[src/design/rcf_pkg.sv]
// Package: register map, field layout and constants for the retimer path block
package rcf_pkg;

   // ****************************************************************
   // Register indices (word addresses on the register bus)
   // ****************************************************************
   localparam logic [7:0] IDX_TX_MAIN_TAP  = 8'h3d;
   localparam logic [7:0] IDX_TX_PRE_TAP   = 8'h3e;
   localparam logic [7:0] IDX_TX_POST_TAP  = 8'h3f;
   localparam logic [7:0] IDX_PATH_CTRL    = 8'h40;
   localparam logic [7:0] IDX_RATE_LO      = 8'h41;
   localparam logic [7:0] IDX_RATE_HI      = 8'h42;
   localparam logic [7:0] IDX_CDR_STATUS   = 8'h43;
   localparam logic [7:0] IDX_PPM_COUNT    = 8'h44;

   // ****************************************************************
   // Tap field layout and limits
   // ****************************************************************
   localparam int         TAP_SIGN_BIT     = 6;
   localparam logic [5:0] MAIN_MAG_MAX     = 6'h1f;
   localparam logic [5:0] SIDE_MAG_MAX     = 6'h0f;
   localparam logic [7:0] MAIN_TAP_RESET   = 8'h00;
   localparam logic [7:0] SIDE_TAP_RESET   = 8'h00;

   // ****************************************************************
   // Path control fields
   // ****************************************************************
   localparam int         CTRL_OUT_LSB     = 0;
   localparam int         CTRL_IN_BIT      = 2;
   localparam int         CTRL_CHK_BIT     = 3;
   localparam int         CTRL_MANUAL_BIT  = 4;
   localparam int         CTRL_IDX_LSB     = 5;
   localparam logic [6:0] PATH_CTRL_RESET  = 7'h00;

   typedef enum logic [1:0] {
      RCF_OUT_RETIMED = 2'b00,
      RCF_OUT_RAW     = 2'b01,
      RCF_OUT_PATGEN  = 2'b10,
      RCF_OUT_MUTE    = 2'b11
   } rcf_out_sel_e;

   typedef enum logic {
      RCF_IN_EQ     = 1'b0,
      RCF_IN_PATGEN = 1'b1
   } rcf_in_sel_e;

   // ****************************************************************
   // Frequency-offset counter
   // ****************************************************************
   localparam int          CNT_W           = 16;
   localparam int          CAL_WINDOW      = 64;
   localparam logic [15:0] MANUAL_LO_RESET = 16'h0000;
   localparam logic [15:0] MANUAL_HI_RESET = 16'hffff;
   // Rate table: recovered-clock ticks per window, low and high bounds
   localparam logic [15:0] RATE_LO_TAB [4] = '{16'h01f0, 16'h00f8, 16'h007c, 16'h003e};
   localparam logic [15:0] RATE_HI_TAB [4] = '{16'h0210, 16'h0108, 16'h0084, 16'h0042};

endpackage

[src/design/rcf_ppm_counter.sv]
// Frequency-offset counter paced by the calibration clock
`timescale 1ns/1ps
module rcf_ppm_counter
   import rcf_pkg::*;
#(
   parameter int WINDOW = CAL_WINDOW
) (
   input  wire logic               clk,
   input  wire logic               rst,
   input  wire logic               cal_clk_pin,
   input  wire logic               rec_tick,
   input  wire logic [CNT_W-1:0]   range_lo,
   input  wire logic [CNT_W-1:0]   range_hi,
   output logic      [CNT_W-1:0]   last_count,
   output logic                    in_range
);

   // ****************************************************************
   // Calibration clock sampling
   // ****************************************************************
   logic       cal_meta;
   logic       cal_sync;
   logic       cal_prev;
   logic [$clog2(WINDOW+1)-1:0] cal_edges;
   logic [CNT_W-1:0] tick_count;
   logic       window_end;

   // The calibration clock only paces this window; it never touches the data path
   always_ff @(posedge clk) begin
      if (rst) begin
         cal_meta <= 1'b0;
         cal_sync <= 1'b0;
         cal_prev <= 1'b0;
      end else begin
         cal_meta <= cal_clk_pin;
         cal_sync <= cal_meta;
         cal_prev <= cal_sync;
      end
   end

   assign window_end = cal_sync && !cal_prev &&
                       (cal_edges == ($clog2(WINDOW+1))'(WINDOW - 1));

   // ****************************************************************
   // Window and tick counting
   // ****************************************************************
   always_ff @(posedge clk) begin
      if (rst) begin
         cal_edges  <= '0;
         tick_count <= '0;
         last_count <= '0;
      end else begin
         if (cal_sync && !cal_prev) begin
            cal_edges <= window_end ? '0 : cal_edges + 1'b1;
         end
         if (window_end) begin
            last_count <= tick_count + CNT_W'(rec_tick);
            tick_count <= '0;
         end else if (rec_tick && tick_count != '1) begin
            tick_count <= tick_count + 1'b1;
         end
      end
   end

   // Lock is only permitted while the measured rate sits inside the range
   always_ff @(posedge clk) begin
      if (rst) begin
         in_range <= 1'b0;
      end else if (window_end) begin
         in_range <= (tick_count + CNT_W'(rec_tick) >= range_lo) &&
                     (tick_count + CNT_W'(rec_tick) <= range_hi);
      end
   end

endmodule

[src/design/rcf_retimer_path.sv]
// Retimer channel path: recovery muxes, rate limit and three-tap transmit FIR
//
// The implementer's own choice: the Avalon-MM slave port.
`timescale 1ns/1ps
module rcf_retimer_path
   import rcf_pkg::*;
#(
   parameter int WINDOW = CAL_WINDOW
) (
   input  wire logic               clk,
   input  wire logic               rst,
   // Register bus
   input  wire logic [7:0]         avs_address,
   input  wire logic               avs_read,
   input  wire logic               avs_write,
   input  wire logic [31:0]        avs_writedata,
   output logic      [31:0]        avs_readdata,
   output logic                    avs_waitrequest,
   // Serial bit stream, one bit per recovered clock tick
   input  wire logic               rx_eq_data,
   input  wire logic               rx_raw_data,
   input  wire logic               patgen_data,
   input  wire logic               rec_tick,
   input  wire logic               cdr_lock_detect,
   input  wire logic               cal_clk_in,
   // Transmit side
   output logic                    tx_data,
   output logic                    tx_valid,
   output logic signed [7:0]       tx_fir_level,
   output logic                    tx_mute,
   output logic      [5:0]         output_swing_pkpk,
   output logic      [5:0]         output_swing_lf,
   // Pattern checker side
   output logic                    chk_data,
   output logic                    chk_valid,
   // Status
   output logic                    cdr_locked
);

   // ****************************************************************
   // Helpers
   // ****************************************************************
   // Sign bit kept, magnitude clipped to the tap's limit; bit 7 dropped
   function automatic logic [7:0] sat_tap(input logic [7:0] wr, input logic [5:0] max);
      logic [5:0] mag;
      mag = wr[5:0];
      if (mag > max) begin
         mag = max;
      end
      return {1'b0, wr[TAP_SIGN_BIT], mag};
   endfunction

   function automatic logic signed [7:0] tap_term(input logic [7:0] tap, input logic bit_v);
      logic signed [7:0] mag;
      mag = {2'b00, tap[5:0]};
      // A one bit drives +coef, a zero bit -coef; sign bit flips it
      return (tap[TAP_SIGN_BIT] ^ ~bit_v) ? -mag : mag;
   endfunction

   // ****************************************************************
   // Registers
   // ****************************************************************
   logic [7:0]       main_tap;
   logic [7:0]       pre_tap;
   logic [7:0]       post_tap;
   logic [6:0]       path_ctrl;
   logic [15:0]      manual_lo;
   logic [15:0]      manual_hi;
   logic             bus_take;
   logic             wr_take;
   logic [31:0]      next_readdata;
   logic [CNT_W-1:0] ppm_count;
   logic             freq_ok;

   rcf_out_sel_e     out_sel;
   rcf_in_sel_e      in_sel;
   logic             chk_en;
   logic             rate_manual;
   logic [1:0]       rate_idx;

   assign out_sel     = rcf_out_sel_e'(path_ctrl[CTRL_OUT_LSB +: 2]);
   assign in_sel      = rcf_in_sel_e'(path_ctrl[CTRL_IN_BIT]);
   assign chk_en      = path_ctrl[CTRL_CHK_BIT];
   assign rate_manual = path_ctrl[CTRL_MANUAL_BIT];
   assign rate_idx    = path_ctrl[CTRL_IDX_LSB +: 2];

   // One wait cycle, then the answer; a write lands on the edge waitrequest is low
   assign bus_take = (avs_read || avs_write) && avs_waitrequest;
   assign wr_take  = avs_write && !avs_waitrequest;

   always_ff @(posedge clk) begin
      if (rst) begin
         avs_waitrequest <= 1'b1;
      end else begin
         avs_waitrequest <= !bus_take;
      end
   end

   always_comb begin
      next_readdata = 32'h0000_0000;
      if (avs_address == IDX_TX_MAIN_TAP) begin
         next_readdata[7:0] = main_tap;
      end else if (avs_address == IDX_TX_PRE_TAP) begin
         next_readdata[7:0] = pre_tap;
      end else if (avs_address == IDX_TX_POST_TAP) begin
         next_readdata[7:0] = post_tap;
      end else if (avs_address == IDX_PATH_CTRL) begin
         next_readdata[6:0] = path_ctrl;
      end else if (avs_address == IDX_RATE_LO) begin
         next_readdata[15:0] = manual_lo;
      end else if (avs_address == IDX_RATE_HI) begin
         next_readdata[15:0] = manual_hi;
      end else if (avs_address == IDX_CDR_STATUS) begin
         next_readdata[1:0] = {cdr_locked, freq_ok};
      end else if (avs_address == IDX_PPM_COUNT) begin
         next_readdata[CNT_W-1:0] = ppm_count;
      end
   end

   always_ff @(posedge clk) begin
      if (rst) begin
         avs_readdata <= 32'h0000_0000;
      end else if (bus_take && avs_read) begin
         avs_readdata <= next_readdata;
      end
   end

   // Out-of-range coefficients are clipped rather than refused
   always_ff @(posedge clk) begin
      if (rst) begin
         main_tap <= MAIN_TAP_RESET;
         pre_tap  <= SIDE_TAP_RESET;
         post_tap <= SIDE_TAP_RESET;
      end else if (wr_take) begin
         if (avs_address == IDX_TX_MAIN_TAP) begin
            main_tap <= sat_tap(avs_writedata[7:0], MAIN_MAG_MAX);
         end else if (avs_address == IDX_TX_PRE_TAP) begin
            pre_tap <= sat_tap(avs_writedata[7:0], SIDE_MAG_MAX);
         end else if (avs_address == IDX_TX_POST_TAP) begin
            post_tap <= sat_tap(avs_writedata[7:0], SIDE_MAG_MAX);
         end
      end
   end

   always_ff @(posedge clk) begin
      if (rst) begin
         path_ctrl <= PATH_CTRL_RESET;
         manual_lo <= MANUAL_LO_RESET;
         manual_hi <= MANUAL_HI_RESET;
      end else if (wr_take) begin
         if (avs_address == IDX_PATH_CTRL) begin
            path_ctrl <= avs_writedata[6:0];
         end else if (avs_address == IDX_RATE_LO) begin
            manual_lo <= avs_writedata[15:0];
         end else if (avs_address == IDX_RATE_HI) begin
            manual_hi <= avs_writedata[15:0];
         end
      end
   end

   // ****************************************************************
   // Rate limit
   // ****************************************************************
   logic [CNT_W-1:0] range_lo;
   logic [CNT_W-1:0] range_hi;

   assign range_lo = rate_manual ? manual_lo : RATE_LO_TAB[rate_idx];
   assign range_hi = rate_manual ? manual_hi : RATE_HI_TAB[rate_idx];

   rcf_ppm_counter #(
      .WINDOW     (WINDOW)
   ) u_ppm (
      .clk        (clk),
      .rst        (rst),
      .cal_clk_pin(cal_clk_in),
      .rec_tick   (rec_tick),
      .range_lo   (range_lo),
      .range_hi   (range_hi),
      .last_count (ppm_count),
      .in_range   (freq_ok)
   );

   // A detector claiming lock outside the programmed range is not believed
   always_ff @(posedge clk) begin
      if (rst) begin
         cdr_locked <= 1'b0;
      end else begin
         cdr_locked <= cdr_lock_detect && freq_ok;
      end
   end

   // ****************************************************************
   // Recovery stage muxes
   // ****************************************************************
   logic rx_meta;
   logic rx_bit;
   logic raw_meta;
   logic raw_bit;
   logic retimed;
   logic cdr_out;
   logic cdr_in;

   // Both serial inputs are off-domain: two flops before use
   always_ff @(posedge clk) begin
      if (rst) begin
         rx_meta  <= 1'b0;
         rx_bit   <= 1'b0;
         raw_meta <= 1'b0;
         raw_bit  <= 1'b0;
      end else begin
         rx_meta  <= rx_eq_data;
         rx_bit   <= rx_meta;
         raw_meta <= rx_raw_data;
         raw_bit  <= raw_meta;
      end
   end

   assign cdr_in = (in_sel == RCF_IN_EQ) ? rx_bit : patgen_data;

   // Retiming happens on the recovered clock tick
   always_ff @(posedge clk) begin
      if (rst) begin
         retimed <= 1'b0;
      end else if (rec_tick) begin
         retimed <= cdr_in;
      end
   end

   always_comb begin
      case (out_sel)
         RCF_OUT_RETIMED: cdr_out = retimed;
         RCF_OUT_RAW:     cdr_out = raw_bit;
         RCF_OUT_PATGEN:  cdr_out = patgen_data;
         default:         cdr_out = 1'b0;
      endcase
   end

   // Checker sees the recovered clock and data, independent of output source
   always_ff @(posedge clk) begin
      if (rst) begin
         chk_data  <= 1'b0;
         chk_valid <= 1'b0;
      end else begin
         chk_data  <= chk_en ? retimed : 1'b0;
         chk_valid <= chk_en && rec_tick;
      end
   end

   // ****************************************************************
   // Transmit FIR
   // ****************************************************************
   // bit_hist[0] is the next bit, [1] the current one, [2] the previous one
   logic [2:0]        bit_hist;
   logic signed [7:0] next_level;

   always_ff @(posedge clk) begin
      if (rst) begin
         bit_hist <= 3'b000;
      end else if (rec_tick) begin
         bit_hist <= {bit_hist[1:0], cdr_out};
      end
   end

   // Precursor looks one bit ahead, postcursor one bit behind
   assign next_level = tap_term(pre_tap, bit_hist[0])  +
                       tap_term(main_tap, bit_hist[1]) +
                       tap_term(post_tap, bit_hist[2]);

   always_ff @(posedge clk) begin
      if (rst) begin
         tx_data      <= 1'b0;
         tx_valid     <= 1'b0;
         tx_mute      <= 1'b0;
         tx_fir_level <= 8'sh00;
      end else begin
         tx_data      <= bit_hist[1];
         tx_valid     <= rec_tick;
         tx_mute      <= (out_sel == RCF_OUT_MUTE);
         tx_fir_level <= (out_sel == RCF_OUT_MUTE) ? 8'sh00 : next_level;
      end
   end

   // Clipped fields keep each sum within six bits
   always_ff @(posedge clk) begin
      if (rst) begin
         output_swing_pkpk <= 6'h00;
         output_swing_lf   <= 6'h00;
      end else begin
         output_swing_pkpk <= pre_tap[5:0] + main_tap[5:0] + post_tap[5:0];
         output_swing_lf   <= main_tap[5:0];
      end
   end

endmodule

[config.mk]
export PLATFORM = sky130hd
export DESIGN_NAME = rcf_retimer_path
export DESIGN_NICKNAME = d
export VERILOG_FILES = /design/src/design/rcf_pkg.sv /design/src/design/rcf_ppm_counter.sv /design/src/design/rcf_retimer_path.sv
export SDC_FILE = /design/constraint.sdc
export NUM_CORES = 1
export LEC_CHECK = 0
export ABC_AREA = 1
export BUFFER_PORTS_ARGS = -buffer_cell sky130_fd_sc_hd__clkbuf_2
export CAP_MARGIN = 30
export CORE_UTILIZATION = 30
export CTS_CLUSTER_SIZE = 28
export DETAILED_ROUTE_END_ITERATION = 6
export SYNTH_ARGS = -nofsm -noshare
export SYNTH_HDL_FRONTEND = slang
export SYNTH_SLANG_ARGS = --single-unit
[constraint.sdc]
create_clock -name clk -period 4 [get_ports clk]
set_input_delay 1 -clock clk [delete_from_list [all_inputs] [get_ports clk]]
set_output_delay 1 -clock clk [all_outputs]
set_load 0.02 [all_outputs]
### Word level (Yosys, flattened, before mapping)

Index checks and enable logic that the tools add are counted.

| storage, ports and cells | value |
|---|---|
| output and inout bits | 59 |
| flip-flop bits (word level) | 154 |
| bits of input ports | 50 |

| cells by class | value |
|---|---|
| reductions and logical operators | 23 |
| order comparisons | 5 |
| add/sub/neg operators | 10 |
| bitwise gates (word level) | 12 |
| equal/unequal tests | 13 |
| multiplexer cells | 29 |

Operators by type and width:

| kind | number |
|---|---|
| 2-to-1 mux 16 bit | 9 |
| 2-to-1 mux 8 bit | 9 |
| binary-select mux 16 bit (select 2 bit) | 2 |
| == test 8 x 7 -> 1 bit (second input constant) | 5 |
| == test 8 x 6 -> 1 bit (second input constant) | 3 |
| negator 6 -> 8 bit | 3 |
| adder 16 x 1 -> 16 bit | 1 |
| adder 16 x 1 -> 16 bit (second input constant) | 1 |
| adder 8 bit | 2 |
| greater-or-equal comparator 16 bit | 1 |
| <= comparator 16 bit | 1 |
| != test 16 bit (second input constant) | 1 |
| 2-to-1 mux 14 bit | 1 |
| 2-to-1 mux 7 bit | 2 |
| adder 6 bit | 2 |
| 2-to-1 mux 6 bit | 2 |
| logical AND 1 bit | 9 |
| 2-to-1 mux 9 bit | 1 |
| inverter 1 bit | 8 |
| AND reduction 4 bit | 2 |
| adder 7 x 1 -> 7 bit (second input constant) | 1 |
| == test 7 x 6 -> 1 bit (second input constant) | 1 |
| greater-than comparator 6 x 4 -> 1 bit (second input constant) | 1 |
| greater-than comparator 6 x 5 -> 1 bit (second input constant) | 1 |
| other kinds (14) | 23 |

### Longest topological paths before layout

Gate-level depths: netlist of the first run.

| logic depth | value |
|---|---|
| depth in word-level cells | 9 |
| gate-level depth with buffers | 19 |
| depth with buffers taken out | 19 |

### Hierarchy

Synthesis of the first run repeated with hierarchy kept, for this count alone.

| second synthesis, totals | value |
|---|---|
| cell total of the unflattened synthesis | 1236 |
| area, all modules | 8873.5 sq um |

By module, submodules not included:

| module | instances | cells each | sequential area each (sq um) | area an instance (sq um) |
|---|---|---|---|---|
| rcf_retimer_path | 1 | 801 | 2222.1 | 5888.1 |
| rcf_ppm_counter | 1 | 435 | 860.8 | 2985.4 |

### Least setup slack after synthesis of the first run

OpenSTA, ideal clock, no wires.

| timing path | value |
|---|---|
| path kind | input to register |
| from | input port rec_tick |
| to | register u_ppm.in_range |
| setup slack | 1058 ps |
| stages | 19 |
| setup time | 113 ps |
| data arrival time | 2829 ps |
| path through | ha_1 -> ha_1 -> nand3_2 -> nor2_4 -> nand2_1 -> xor2_1 -> inv_1 -> ha_1 -> nand2_1 -> inv_1 -> nand3_1 -> nor2_1 -> nand4_1 -> nor2_1 -> nor2_1 -> nand2_1 -> nand2_1 -> nand3_1 -> nand2_1 |

| on the way | value |
|---|---|
| cells in the longest elaborated chain, start to end | 3 |
| elaborated cells between the ends (all ways) | 4 |
| classes of those cells | add/sub (1); order compare (2); reduce/logical (1) |

Ends and longest elaborated chain:

| item | line | RTL |
|---|---|---|
| from (decl) | rcf_retimer_path.sv:23 | `input wire logic rec_tick,` |
| adder 16 x 1 -> 16 bit * | rcf_ppm_counter.sv:70, rcf_ppm_counter.sv:71 |  |
| greater-or-equal comparator 16 bit / <= comparator 16 bit (equally long branches) | rcf_ppm_counter.sv:70, rcf_ppm_counter.sv:71 |  |
| logical AND 1 bit * | rcf_ppm_counter.sv:70 | `in_range <= (tick_count + CNT_W'(rec_tick) >= range_lo) &&` |
| to (signal assigned) | rcf_ppm_counter.sv:70 |  |
| to (decl) | rcf_ppm_counter.sv:15 | `output logic in_range` |

Every way passes the cells marked *; elsewhere a longest branch is shown, timed or not.
A chain may end at the register's enable or synchronous reset.

### Worst setup path in the final report of the first run

| timing path | value |
|---|---|
| from | register bit_hist[0] |
| to | register tx_fir_level[7] |

| on the way | value |
|---|---|
| cells in the longest elaborated chain, start to end | 5 |

Ends and longest elaborated chain:

| item | line | RTL |
|---|---|---|
| from (decl) | rcf_retimer_path.sv:253 | `logic [2:0] bit_hist;` |
| from (signal assigned) | rcf_retimer_path.sv:260 | `bit_hist <= {bit_hist[1:0], cdr_out};` |
| inverter 1 bit | rcf_retimer_path.sv:57 | `return (tap[TAP_SIGN_BIT] ^ ~bit_v) ? -mag : mag;` |
| XOR 1 bit | rcf_retimer_path.sv:57 |  |
| 2-to-1 mux 8 bit | rcf_retimer_path.sv:57 |  |
| adder 8 bit | rcf_retimer_path.sv:265 | `assign next_level = tap_term(pre_tap, bit_hist[0]) +` |
| adder 8 bit | rcf_retimer_path.sv:266 | `tap_term(main_tap, bit_hist[1]) +` |
| to (signal assigned) | rcf_retimer_path.sv:279 | `tx_fir_level <= (out_sel == RCF_OUT_MUTE) ? 8'sh00 : next_level;` |
| to (decl) | rcf_retimer_path.sv:29 | `output logic signed [7:0] tx_fir_level,` |

Every way passes these cells.

==> flow_summary.yaml, run 1 <==
outcome:
  outcome: "finished clean"
yosys:
  yosysWarnings: 0
  synth-seq-cells: 154
  syn_area_per_cell_um2: 7.54
  synthAdderAreaFrac: 0.100
  synth_mux_area_frac: 0
  post-synth-top-area-cell: "dfxtp_1"
  synth_ff_type: "dfxtp_1"
  synth_compound_area_frac: 0.171
  synth_edf_count: 0
  synth_top_area_share: 0.365
  synthXorXnorAreaFrac: 0.0405
  synthTopCellsByArea: "dfxtp_1 (37%), nand2_1 (7.7%), inv_1 (7.6%), ha_1 (7.0%), a21oi_1 (5.9%)"
  synthCells: 1120
  synth_simple_gate_area_frac: 0.209
  seq_area_frac_synth: 0.365
  synth.distinct_cells: 48
  synth_top_family_by_area: "simple AND/OR/NAND/NOR gates"
  netlist_area_um2: 8440
  synthArstFlopShare: 0
detailed_routing:
  wl_per_cell_um: 14.6
  drc: 0
  vias_per_cell: 4.69
  drt-pass1-iter-count: 5
  vias: 7421
  drt-initial-drc-count: 460
  drt-total-wl_um: 23100
  final_antenna_net_count: 0
setup_path:
  critPathMaxFanout: 8
  ff2ff_path_depth: 13
  cp-end-kind: "flop"
  r2r_slack_ns: 0.82
  crit_arrival_ns: 3.54
  start_kind: "flop"
  required_ns: 4.37
  r2r_start: "bit_hist[0]"
  rr_endpoint: "tx_fir_level[7]"
  worstSetupPathType: "flop to flop"
global_routing:
  met1_usage: 0.215
  grt_overflow_total: 0
  busiest_layer: "met2"
  grt_pass1_vias: 6879
  grt_pass1_wl_um: 36600
  use_met3: 0.0268
  grt_usage: 0.165
  use_met2: 0.280
  grt_antenna_before_repair: 0
  grt_max_degree: 69
min_path:
  worstHoldPathType: "flop to flop"
  min-delay-start: "u_ppm.cal_meta"
  min_to: "u_ppm.cal_sync"
  whs_path_depth: 2
cts:
  clock-sinks: 154
  cts_hold_buf: 0
  htree_levels: 4
  clockRootBuffer: "clkbuf_16"
  cts_tree: "done"
  insertion_delay_ns: 0.43
  path_clk_slew_ns: 0.07
  clk_path_buf_depth: 2
  cts_buffers: 17
  cts_setup_buffers: 0
  post_cts_resized: 0
timing:
  finalHoldViolCount: 0
  maxSlewHeadroom: 0.424
  min_period_over_period: 0.794
  finalSetupViolCount: 0
  setup-tns-final_ns: 0
  hold_ws_ns: 0.405
  report.final.slew_viol_count: 0
  tightest_slew_ns: 0.864
  max_freq_mhz: 315
  skew_ns: 0.0116
  rsz0062_at_grt: "false"
  finalWorstPathRequiredPeriod_ns: 3.18
placed_design:
  dpl.cell_count: 1549
  placed_cell_area_um2: 9140
  dp_hpwl_um: 17600
  gp_congestion: 0.866
  port_buffers: 76
floorplan:
  die_x_um: 170
  num_rows: 61
  die_area_um2: 28800
  start_util: 0.305
  die_y_um: 170
  boundaryPins: 109
  core-area_um2: 27700
finish:
  diodes: 0
  syn_to_final_growth_pct: 15.7
  fin_util: 0.353
  n_fill_cell: 2908
  finalNetCount: 1300
  design_area_um2: 9770
  drive_gt1_frac: 0.139
  finalNonFillerCells: 1581
power_and_ir_drop:
  p_leak_nw: 4.32
  vdd.ir_drop.worst_v: 0.000289
  cellPowerDensity_nw_per_um2: 352
flow_run:
  drv_cap: 0
-- critical path: stages, from the launching register on --
cell and delay, ns:
dfxtp_1 0.33, xnor2_1 0.54, a21oi_1 0.20, fa_1 0.57, inv_1 0.05, ha_1 0.21
fa_1 0.40, nand2_1 0.09, nand2_1 0.06, a21oi_1 0.19, o21ai_0 0.11, a21oi_1 0.16
o21ai_0 0.10, a21oi_1 0.10
-- cell usage in the layout, fill, tap and decap left out, types with 3 or more instances in the layout --
master,netlist,routed
a211oi_1,13,13
a211oi_2,10,10
a21oi_1,99,99
a31oi_1,4,4
buf_4,17,7
clkbuf_16,0,17
clkbuf_2,0,76
conb_1,1,16
dfxtp_1,154,154
fa_1,13,13
ha_1,47,47
inv_1,172,172
inv_2,11,11
inv_8,0,6
nand2_1,174,174
nand2_2,7,7
nand3_1,45,45
nand3_2,4,4
nand4_1,8,8
nor2_1,86,86
nor2_2,4,4
nor2_4,5,5
nor3_1,38,38
o211ai_1,8,8
o21ai_0,80,80
o21ai_1,5,5
o221ai_1,7,7
o22ai_1,14,14
o31ai_1,3,3
xnor2_1,8,8
xor2_1,31,31
-- power breakdown --
group	leakage [nW]	internal [mW]	total [mW]	switching, mW
Clock	0.301	0.960	1.72	0.763
Combinational	2.77	0.0434	0.168	0.125
Sequential	1.24	1.54	1.55	0.00769
-- worst max-delay path by stage --
stage / from / endpoint / slack [ns] / cells after the start
4_1_cts: bit_hist[0] / tx_fir_level[6] / 0.77 / 15
3_5_place_dp: rec_tick / u_ppm.in_range / 0.45 / 17
2_1_floorplan: rec_tick / u_ppm.in_range / 1.06 / 19
6_report: bit_hist[0] / tx_fir_level[7] / 0.82 / 13
5_1_grt: bit_hist[0] / tx_fir_level[6] / 0.50 / 15
3_3_place_gp: rec_tick / u_ppm.in_range / 0.48 / 17
-- kinds of logic after synthesis --
kind of cell / after synthesis
AO/OA/AOI/OAI: 248
AND/OR/NAND/NOR: 385
XOR/XNOR: 39
adder cells (fa/ha/maj): 60
other: 1
buffers and inverters: 233
flip-flops: 154
-- stage by stage --
stage | setup WS [ns] | power (mW)
6_report | 0.825 | 3.44
5_1_grt | 0.496 | 3.55
4_1_cts | 0.767 | 3.47
3_5_place_dp | 0.453 | 1.75
3_3_place_gp | 0.479 | 1.75
2_1_floorplan | 1.06 | 1.70
-- state kept, by name, indices dropped and copies added, names as in the netlist, 7 cells and up --
signal / count
manual_hi: 16
pre_tap: 7
tx_fir_level: 8
avs_readdata: 16
post_tap: 7
u_ppm.tick_count: 16
path_ctrl: 7
main_tap: 7
manual_lo: 16
u_ppm.last_count: 16
u_ppm.cal_edges: 7
-- Yosys cell counts, types with 5 or more instances --
cell type  instances
nor3_1            38
inv_1            172
a211oi_1          13
o221ai_1           7
a211oi_2          10
ha_1              47
o21ai_0           80
dfxtp_1          154
buf_2              9
xor2_1            31
nand2_2            7
o22ai_1           14
nor2_4             5
fa_1              13
buf_4             17
clkbuf_1          17
nand2_1          174
xnor2_1            8
a21oi_1           99
nand3_1           45
nor2_1            86
o211ai_1           8
nand4_1            8
inv_2             11
o21ai_1            5
-- layer usage --
metal	vias to the layer above	share of wire
met3	24	0.043
li1	3776	-
met5	-	0
met2	166	0.48
met4	0	0.014
met1	3455	0.46
-- area by class of cell --
class	instances	area (um2)	area share
multi-input combinational	748	4450	0.456
tap	378	473	0.0484
inverter	186	699	0.0716
sequential	154	3080	0.316
timing repair buffer	83	433	0.0443
clock inverter	15	201	0.0206
clock buffer	17	425	0.0436
(Power assumes the default switching activity.)
==> run 2: changes to the inputs <==
--- a/config.mk
+++ b/config.mk
@@ -5,7 +5,7 @@
 export SDC_FILE = /design/constraint.sdc
 export NUM_CORES = 1
 export LEC_CHECK = 0
-export ABC_AREA = 1
+export ABC_AREA = 0
 export BUFFER_PORTS_ARGS = -buffer_cell sky130_fd_sc_hd__clkbuf_2
 export CAP_MARGIN = 30
 export CORE_UTILIZATION = 30
==> constraint.sdc (replaced) <==
create_clock -name clk -period 3.05 [get_ports clk]
set_input_delay 0.7625 -clock clk [delete_from_list [all_inputs] [get_ports clk]]
set_output_delay 0.7625 -clock clk [all_outputs]
set_load 0.02 [all_outputs]
==> run 2 against run 1 <==
  * Via count decreased by 3.4%
  * Final cell count decreased by 8.4%
  * First-iteration DRC count increased by 12%
  * Clock skew decreased by 0.0044 ns
  * Highest routed layer is now met5
  * Routed wire length increased by 0.16%
  * Sequential cell count unchanged
  * Sequential power increased by 32%
  * Die area decreased by 0.32%
  * Worst setup slack got worse by 0.68 ns
  * Hold slack improved by 0.033 ns
==> flow_summary.yaml, run 2 <==
outcome:
  outcome: "finished clean"
timing:
  finalWorstPathRequiredPeriod_ns: 2.91
  tightest_slew_ns: 0.670
  min_period_over_period: 0.953
  finalSetupViolCount: 0
  report.final.slew_viol_count: 0
  finalHoldViolCount: 0
  max_freq_mhz: 344
  maxSlewHeadroom: 0.542
  setup_slack_ns: 0.145
  skew_ns: 0.00728
  rsz0062_at_grt: "false"
min_path:
  worstHoldPathType: "flop to flop"
  min-delay-start: "rx_meta"
detailed_routing:
  drt-initial-drc-count: 516
  drt-pass1-iter-count: 6
  drc: 0
  drt-total-wl_um: 23100
  final_antenna_net_count: 0
  vias: 7165
  wl_per_cell_um: 16.0
  vias_per_cell: 4.95
yosys:
  synth_ff_type: "dfxtp_1"
  post-synth-top-area-cell: "dfxtp_1"
  syn_area_per_cell_um2: 8.84
  synthTopCellsByArea: "dfxtp_1 (37%), mux2i_1 (7.3%), ha_1 (7.0%), nor2_1 (5.6%), a21oi_1 (3.6%)"
  synth.most_common_cell: "dfxtp_1"
  synth_common_cells: "dfxtp_1 (154), nor2_1 (125), nand2_1 (76), a21oi_1 (61), mux2i_1 (61)"
  synth-seq-cells: 154
  synthArstFlopShare: 0
  synth_edf_count: 0
  synthCells: 952
  synth_top_area_share: 0.366
  seq_area_frac_synth: 0.366
  yosysWarnings: 0
  netlist_area_um2: 8420
  synth.distinct_cells: 71
floorplan:
  num_rows: 60
  boundaryPins: 109
  die_x_um: 170
  core-area_um2: 27300
  die_y_um: 170
  die_area_um2: 28700
  start_util: 0.309
setup_path:
  worstSetupPathType: "primary input to flop"
  crit_arrival_ns: 3.23
  cp-end-kind: "flop"
  r2r_start: "pre_tap[0]"
  start_kind: "primary input"
  setup.worst_path.start: "rec_tick"
  required_ns: 3.37
  critPathMaxFanout: 4
finish:
  finalNonFillerCells: 1448
  layout_common_cells: "dfxtp_1 (150), nor2_1 (124), nand2_1 (76), clkbuf_2 (75), buf_4 (67)"
  syn_to_final_growth_pct: 20.1
  drive_gt1_frac: 0.184
  fin_util: 0.371
  layout_commonest_cell: "dfxtp_1"
  n_fill_cell: 2826
  diodes: 0
  finalNetCount: 1173
power_and_ir_drop:
  power_mw: 4.51
  vdd.ir_drop.worst_v: 0.000317
  cellPowerDensity_nw_per_um2: 447
  p_leak_nw: 4.18
cts:
  cts_tree: "done"
  clk_path_buf_depth: 2
  clock-sinks: 154
  cts_buffers: 17
  cts_setup_buffers: 0
  insertion_delay_ns: 0.43
  htree_levels: 4
  path_clk_slew_ns: 0.06
  clockRootBuffer: "clkbuf_16"
placed_design:
  post-place-ws_ns: -0.292
  dpl.cell_count: 1416
  dp_hpwl_um: 17400
  gp_congestion: 0.920
  port_buffers: 76
global_routing:
  grt_antenna_before_repair: 2
  grt_max_degree: 52
  grt_pass1_wl_um: 37100
  grt_pass1_vias: 6838
  grt_usage: 0.166
  grt_overflow_total: 0
flow_run:
  drv_cap: 0
## run 2: cell count changes after synthesis, sizes merged, moves of 30 or more
cell   previous run  this run
inv             183        41
a21oi            99        61
mux2i             0        61
nand3            49        13
nor2             95       125
o21ai            85        24
nand2           181        76
## run 2: through the flow
| stage | setup TNS, ns | instance area (um2) | hold slack, ns |
|---|---|---|---|
| after floorplan | 0 | 8480 | 0.414 |
| after global placement | -0.236 | 9470 | 0.417 |
| after detailed placement | -0.292 | 9470 | 0.427 |
| after CTS | 0 | 10100 | 0.442 |
| after global routing | 0 | 10100 | 0.461 |
| final | 0 | 10100 | 0.438 |
## run 2: report_power, final
part	switching, mW	internal (mW)
sequential	0.0135	2.03
clock	0.885	1.32
combinational	0.182	0.0888
total	1.08	3.43
## run 2: final cells by class
cell class                 instances  area (um2)  share of cell area
multi-input combinational        706        4890               0.484
sequential                       154        3090               0.306
timing repair buffer             143         898              0.0889
tap                              372         465              0.0461
clock buffer                      19         443              0.0438
clock inverter                    13         168              0.0166
inverter                          41         154              0.0152
## run 2: worst paths after layout
| kind | to | slack [ns] | cells after the start |
|---|---|---|---|
| worst max-delay path | u_ppm.in_range | 0.14 | 11 |
| worst min-delay path | rx_bit | 0.44 | 1 |
| worst max register to register | tx_fir_level[7] | 0.15 | 13 |
| worst min register to register | rx_bit | 0.44 | 1 |
## run 2: what timing repair did
action,4_1_cts,5_1_grt
resized for setup,0,9
hold buffers,0,0
endpoints found under the setup margin,0,2
## run 2: logic make-up (layout without fill, tap and decap cells)
| kind of cell | count (synthesis) | after routing | share of synthesized area |
|---|---|---|---|
| simple gates | 329 | 329 | 0.188 |
| compound gates | 178 | 178 | 0.142 |
| flops | 154 | 154 | 0.366 |
| buf+inv | 107 | 216 | 0.0641 |
| xor+xnor | 62 | 62 | 0.0662 |
| mux | 61 | 61 | 0.0725 |
| fa+ha+maj | 60 | 60 | 0.101 |
| other cells | 1 | 16 | 0.000446 |
## run 2: critical path, cell delays in order
cell and delay (ns):
clkbuf_2 0.10, ha_1 0.16, nand3_1 0.17, nor3_1 0.31, xor2_1 0.35, ha_1 0.31
a2111o_1 0.37, a21oi_1 0.11, o21ai_0 0.10, a2111o_1 0.37, o211a_1 0.11
## run 2: metal layers
layer / global-route usage / part of all wire / vias up
met3: 0.0324 / 0.048 / 33
met1: 0.220 / 0.46 / 3435
li1: - / - / 3508
met2: 0.270 / 0.47 / 187
met4: 0.0556 / 0.020 / 2
met5: 0 / 0.00035 / -
==> run 3: changes to the inputs <==
--- a/config.mk
+++ b/config.mk
@@ -11,6 +11,7 @@
 export CORE_UTILIZATION = 30
 export CTS_CLUSTER_SIZE = 28
 export DETAILED_ROUTE_END_ITERATION = 6
+export GPL_TIMING_DRIVEN = 0
 export SYNTH_ARGS = -nofsm -noshare
 export SYNTH_HDL_FRONTEND = slang
 export SYNTH_SLANG_ARGS = --single-unit
==> run 3 against run 2 <==
  * Power grew 5.0%
  * First-iteration DRC count grew 18%
  * Final area grew 0.84%
  * Non-clock buffer count grew 3
  * Global-route usage grew 1.1 points
  * Sequential share of layout area shrank 0.12 points
  * Routed wire length grew 7.5%
  * Hold slack gained 0.00069 ns
  * Final cell count grew 0.21%
  * Critical path depth is the same
  * Die area is the same
  * Critical endpoint unchanged
==> flow_summary.yaml, run 3 (synthesized netlist as in run 2, its figures left out) <==
cts:
  cts_tree: "done"
  insertion_delay_ns: 0.44
  cts_buffers: 17
  cts_hold_buf: 0
  clk_path_buf_depth: 2
  path_clk_slew_ns: 0.07
  clockRootBuffer: "clkbuf_16"
  clock-sinks: 154
  htree_levels: 4
setup_path:
  crit_arrival_ns: 3.32
  critPathMaxFanout: 5
  path_cells: "clkbuf_1 > nand4_1 > nor4_1 > xor2_1 > ha_1 > o21a_1 > o21a_1 > o211ai_1 > or3_1 > o31ai_1 > o211a_1"
  crit_top_cell: "o21a_1"
  start_kind: "flop"
  required_ns: 3.43
  max_stage_delay_ns: 0.42
  worstSetupPathType: "flop to flop"
  cp_slowest_cell: "or3_1"
  cp-end-kind: "flop"
global_routing:
  grt_max_degree: 17
  grt_pass1_vias: 6972
  grt_antenna_before_repair: 0
  grt_usage: 0.178
  grt_pass1_wl_um: 39000
  grt_overflow_total: 0
detailed_routing:
  wl_per_cell_um: 17.2
  drt-pass1-iter-count: 6
  drt-total-wl_um: 24900
  vias_per_cell: 4.88
  drt-initial-drc-count: 609
  drc: 0
  final_antenna_net_count: 0
  vias: 7084
finish:
  layout_commonest_cell: "dfxtp_1"
  finalNetCount: 1176
  finalNonFillerCells: 1451
  multiInputGateArea_um2: 5000
  syn_to_final_growth_pct: 21.1
  n_fill_cell: 2790
  layout_common_cells: "dfxtp_1 (145), nor2_1 (123), nand2_1 (76), clkbuf_2 (73), mux2i_1 (61)"
  diodes: 0
  regArea_um2: 3100
  drive_gt1_frac: 0.174
placed_design:
  dp_hpwl_um: 19100
  gp_congestion: 0.935
  port_buffers: 72
  dpl.cell_count: 1411
min_path:
  worstHoldPathType: "flop to flop"
timing:
  tightest_slew_ns: 0.852
  finalSetupViolCount: 0
  max_freq_mhz: 341
  finalWorstPathRequiredPeriod_ns: 2.94
  report.final.slew_viol_count: 0
  skew_ns: 0.00782
  finalHoldViolCount: 0
  maxSlewHeadroom: 0.432
  min_period_over_period: 0.963
  hold_ws_ns: 0.438
  rsz0062_at_grt: "true"
floorplan:
  num_rows: 60
  core-area_um2: 27300
  die_y_um: 170
  boundaryPins: 109
  start_util: 0.309
  die_area_um2: 28700
  die_x_um: 170
power_and_ir_drop:
  vdd.ir_drop.worst_v: 0.000370
  cellPowerDensity_nw_per_um2: 465
  p_leak_nw: 4.13
outcome:
  outcome: "finished clean"
flow_run:
  drv_cap: 0
[run 3: cell count changes in the layout (fill, tap and decap cells not counted), moves of 4 or more]
cell / change
buf_4: -39
ha_1: -4
ha_2: +4
dfxtp_1: -5
buf_2: +7
xor2_1: -4
clkbuf_1: +29
[run 3: where the power goes]
part	total [mW]	switching, mW	internal [mW]
Clock	2.40	0.919	1.48
Combinational	0.299	0.195	0.104
Sequential	2.04	0.0167	2.03
Total	4.74	1.13	3.61
[run 3: path summary, 6_finish.rpt]
kind / cells after the start / start / to / slack [ns]
setup / recovery: 11 / u_ppm.tick_count[5] / u_ppm.in_range / 0.11
hold / removal: 1 / rx_meta / rx_bit / 0.44
setup reg to reg: 11 / u_ppm.tick_count[5] / u_ppm.in_range / 0.11
hold reg to reg: 1 / rx_meta / rx_bit / 0.44
[run 3: repair_timing]
item,CTS,global route
endpoints found under the setup margin,4,3
pin swaps,3,8
resized for setup,20,20
setup buffers,2,8
[run 3: through the flow]
stage          instance area, um2  setup slack (ns)  total power, mW  setup TNS (ns)   util
2_1_floorplan                8480            0.0137             2.27               0      -
6_report                    10200             0.114             4.74               0  0.374
3_5_place_dp                 9300            -0.523             2.38          -0.844  0.341
3_3_place_gp                 9300            -0.523             2.38          -0.825  0.341
4_1_cts                     10100          0.000135             4.77               0  0.370
5_1_grt                     10200           -0.0722             4.90         -0.0722  0.374
[run 3: layer usage]
metal | GRT usage | up-vias | routed length [um]
li1 | - | 3515 | -
met1 | 0.228 | 3345 | 11400
met2 | 0.305 | 199 | 12100
met3 | 0.0333 | 25 | 1090
met4 | 0.0458 | 0 | 323
met5 | 0 | - | 0
[run 3: cell type report]
| cell class | instances | share of cell area |
|---|---|---|
| well taps | 372 | 0.0457 |
| clock buffers | 18 | 0.0431 |
| inverters | 41 | 0.0151 |
| clock inverters | 14 | 0.0214 |
| flip-flops and latches | 154 | 0.304 |
| multi-input cells | 706 | 0.490 |
| repair buffers | 82 | 0.0427 |
| plain buffers | 64 | 0.0372 |
[run 3: critical path: cells and delay by family (launching register included)]
| family | cells | cell delay (ns) |
|---|---|---|
| compound gates | 5 | 0.73 |
| xor+xnor | 1 | 0.30 |
| fa+ha+maj | 1 | 0.22 |
| buf+inv | 1 | 0.24 |
| flops | 1 | 0.31 |
| simple gates | 3 | 1.07 |
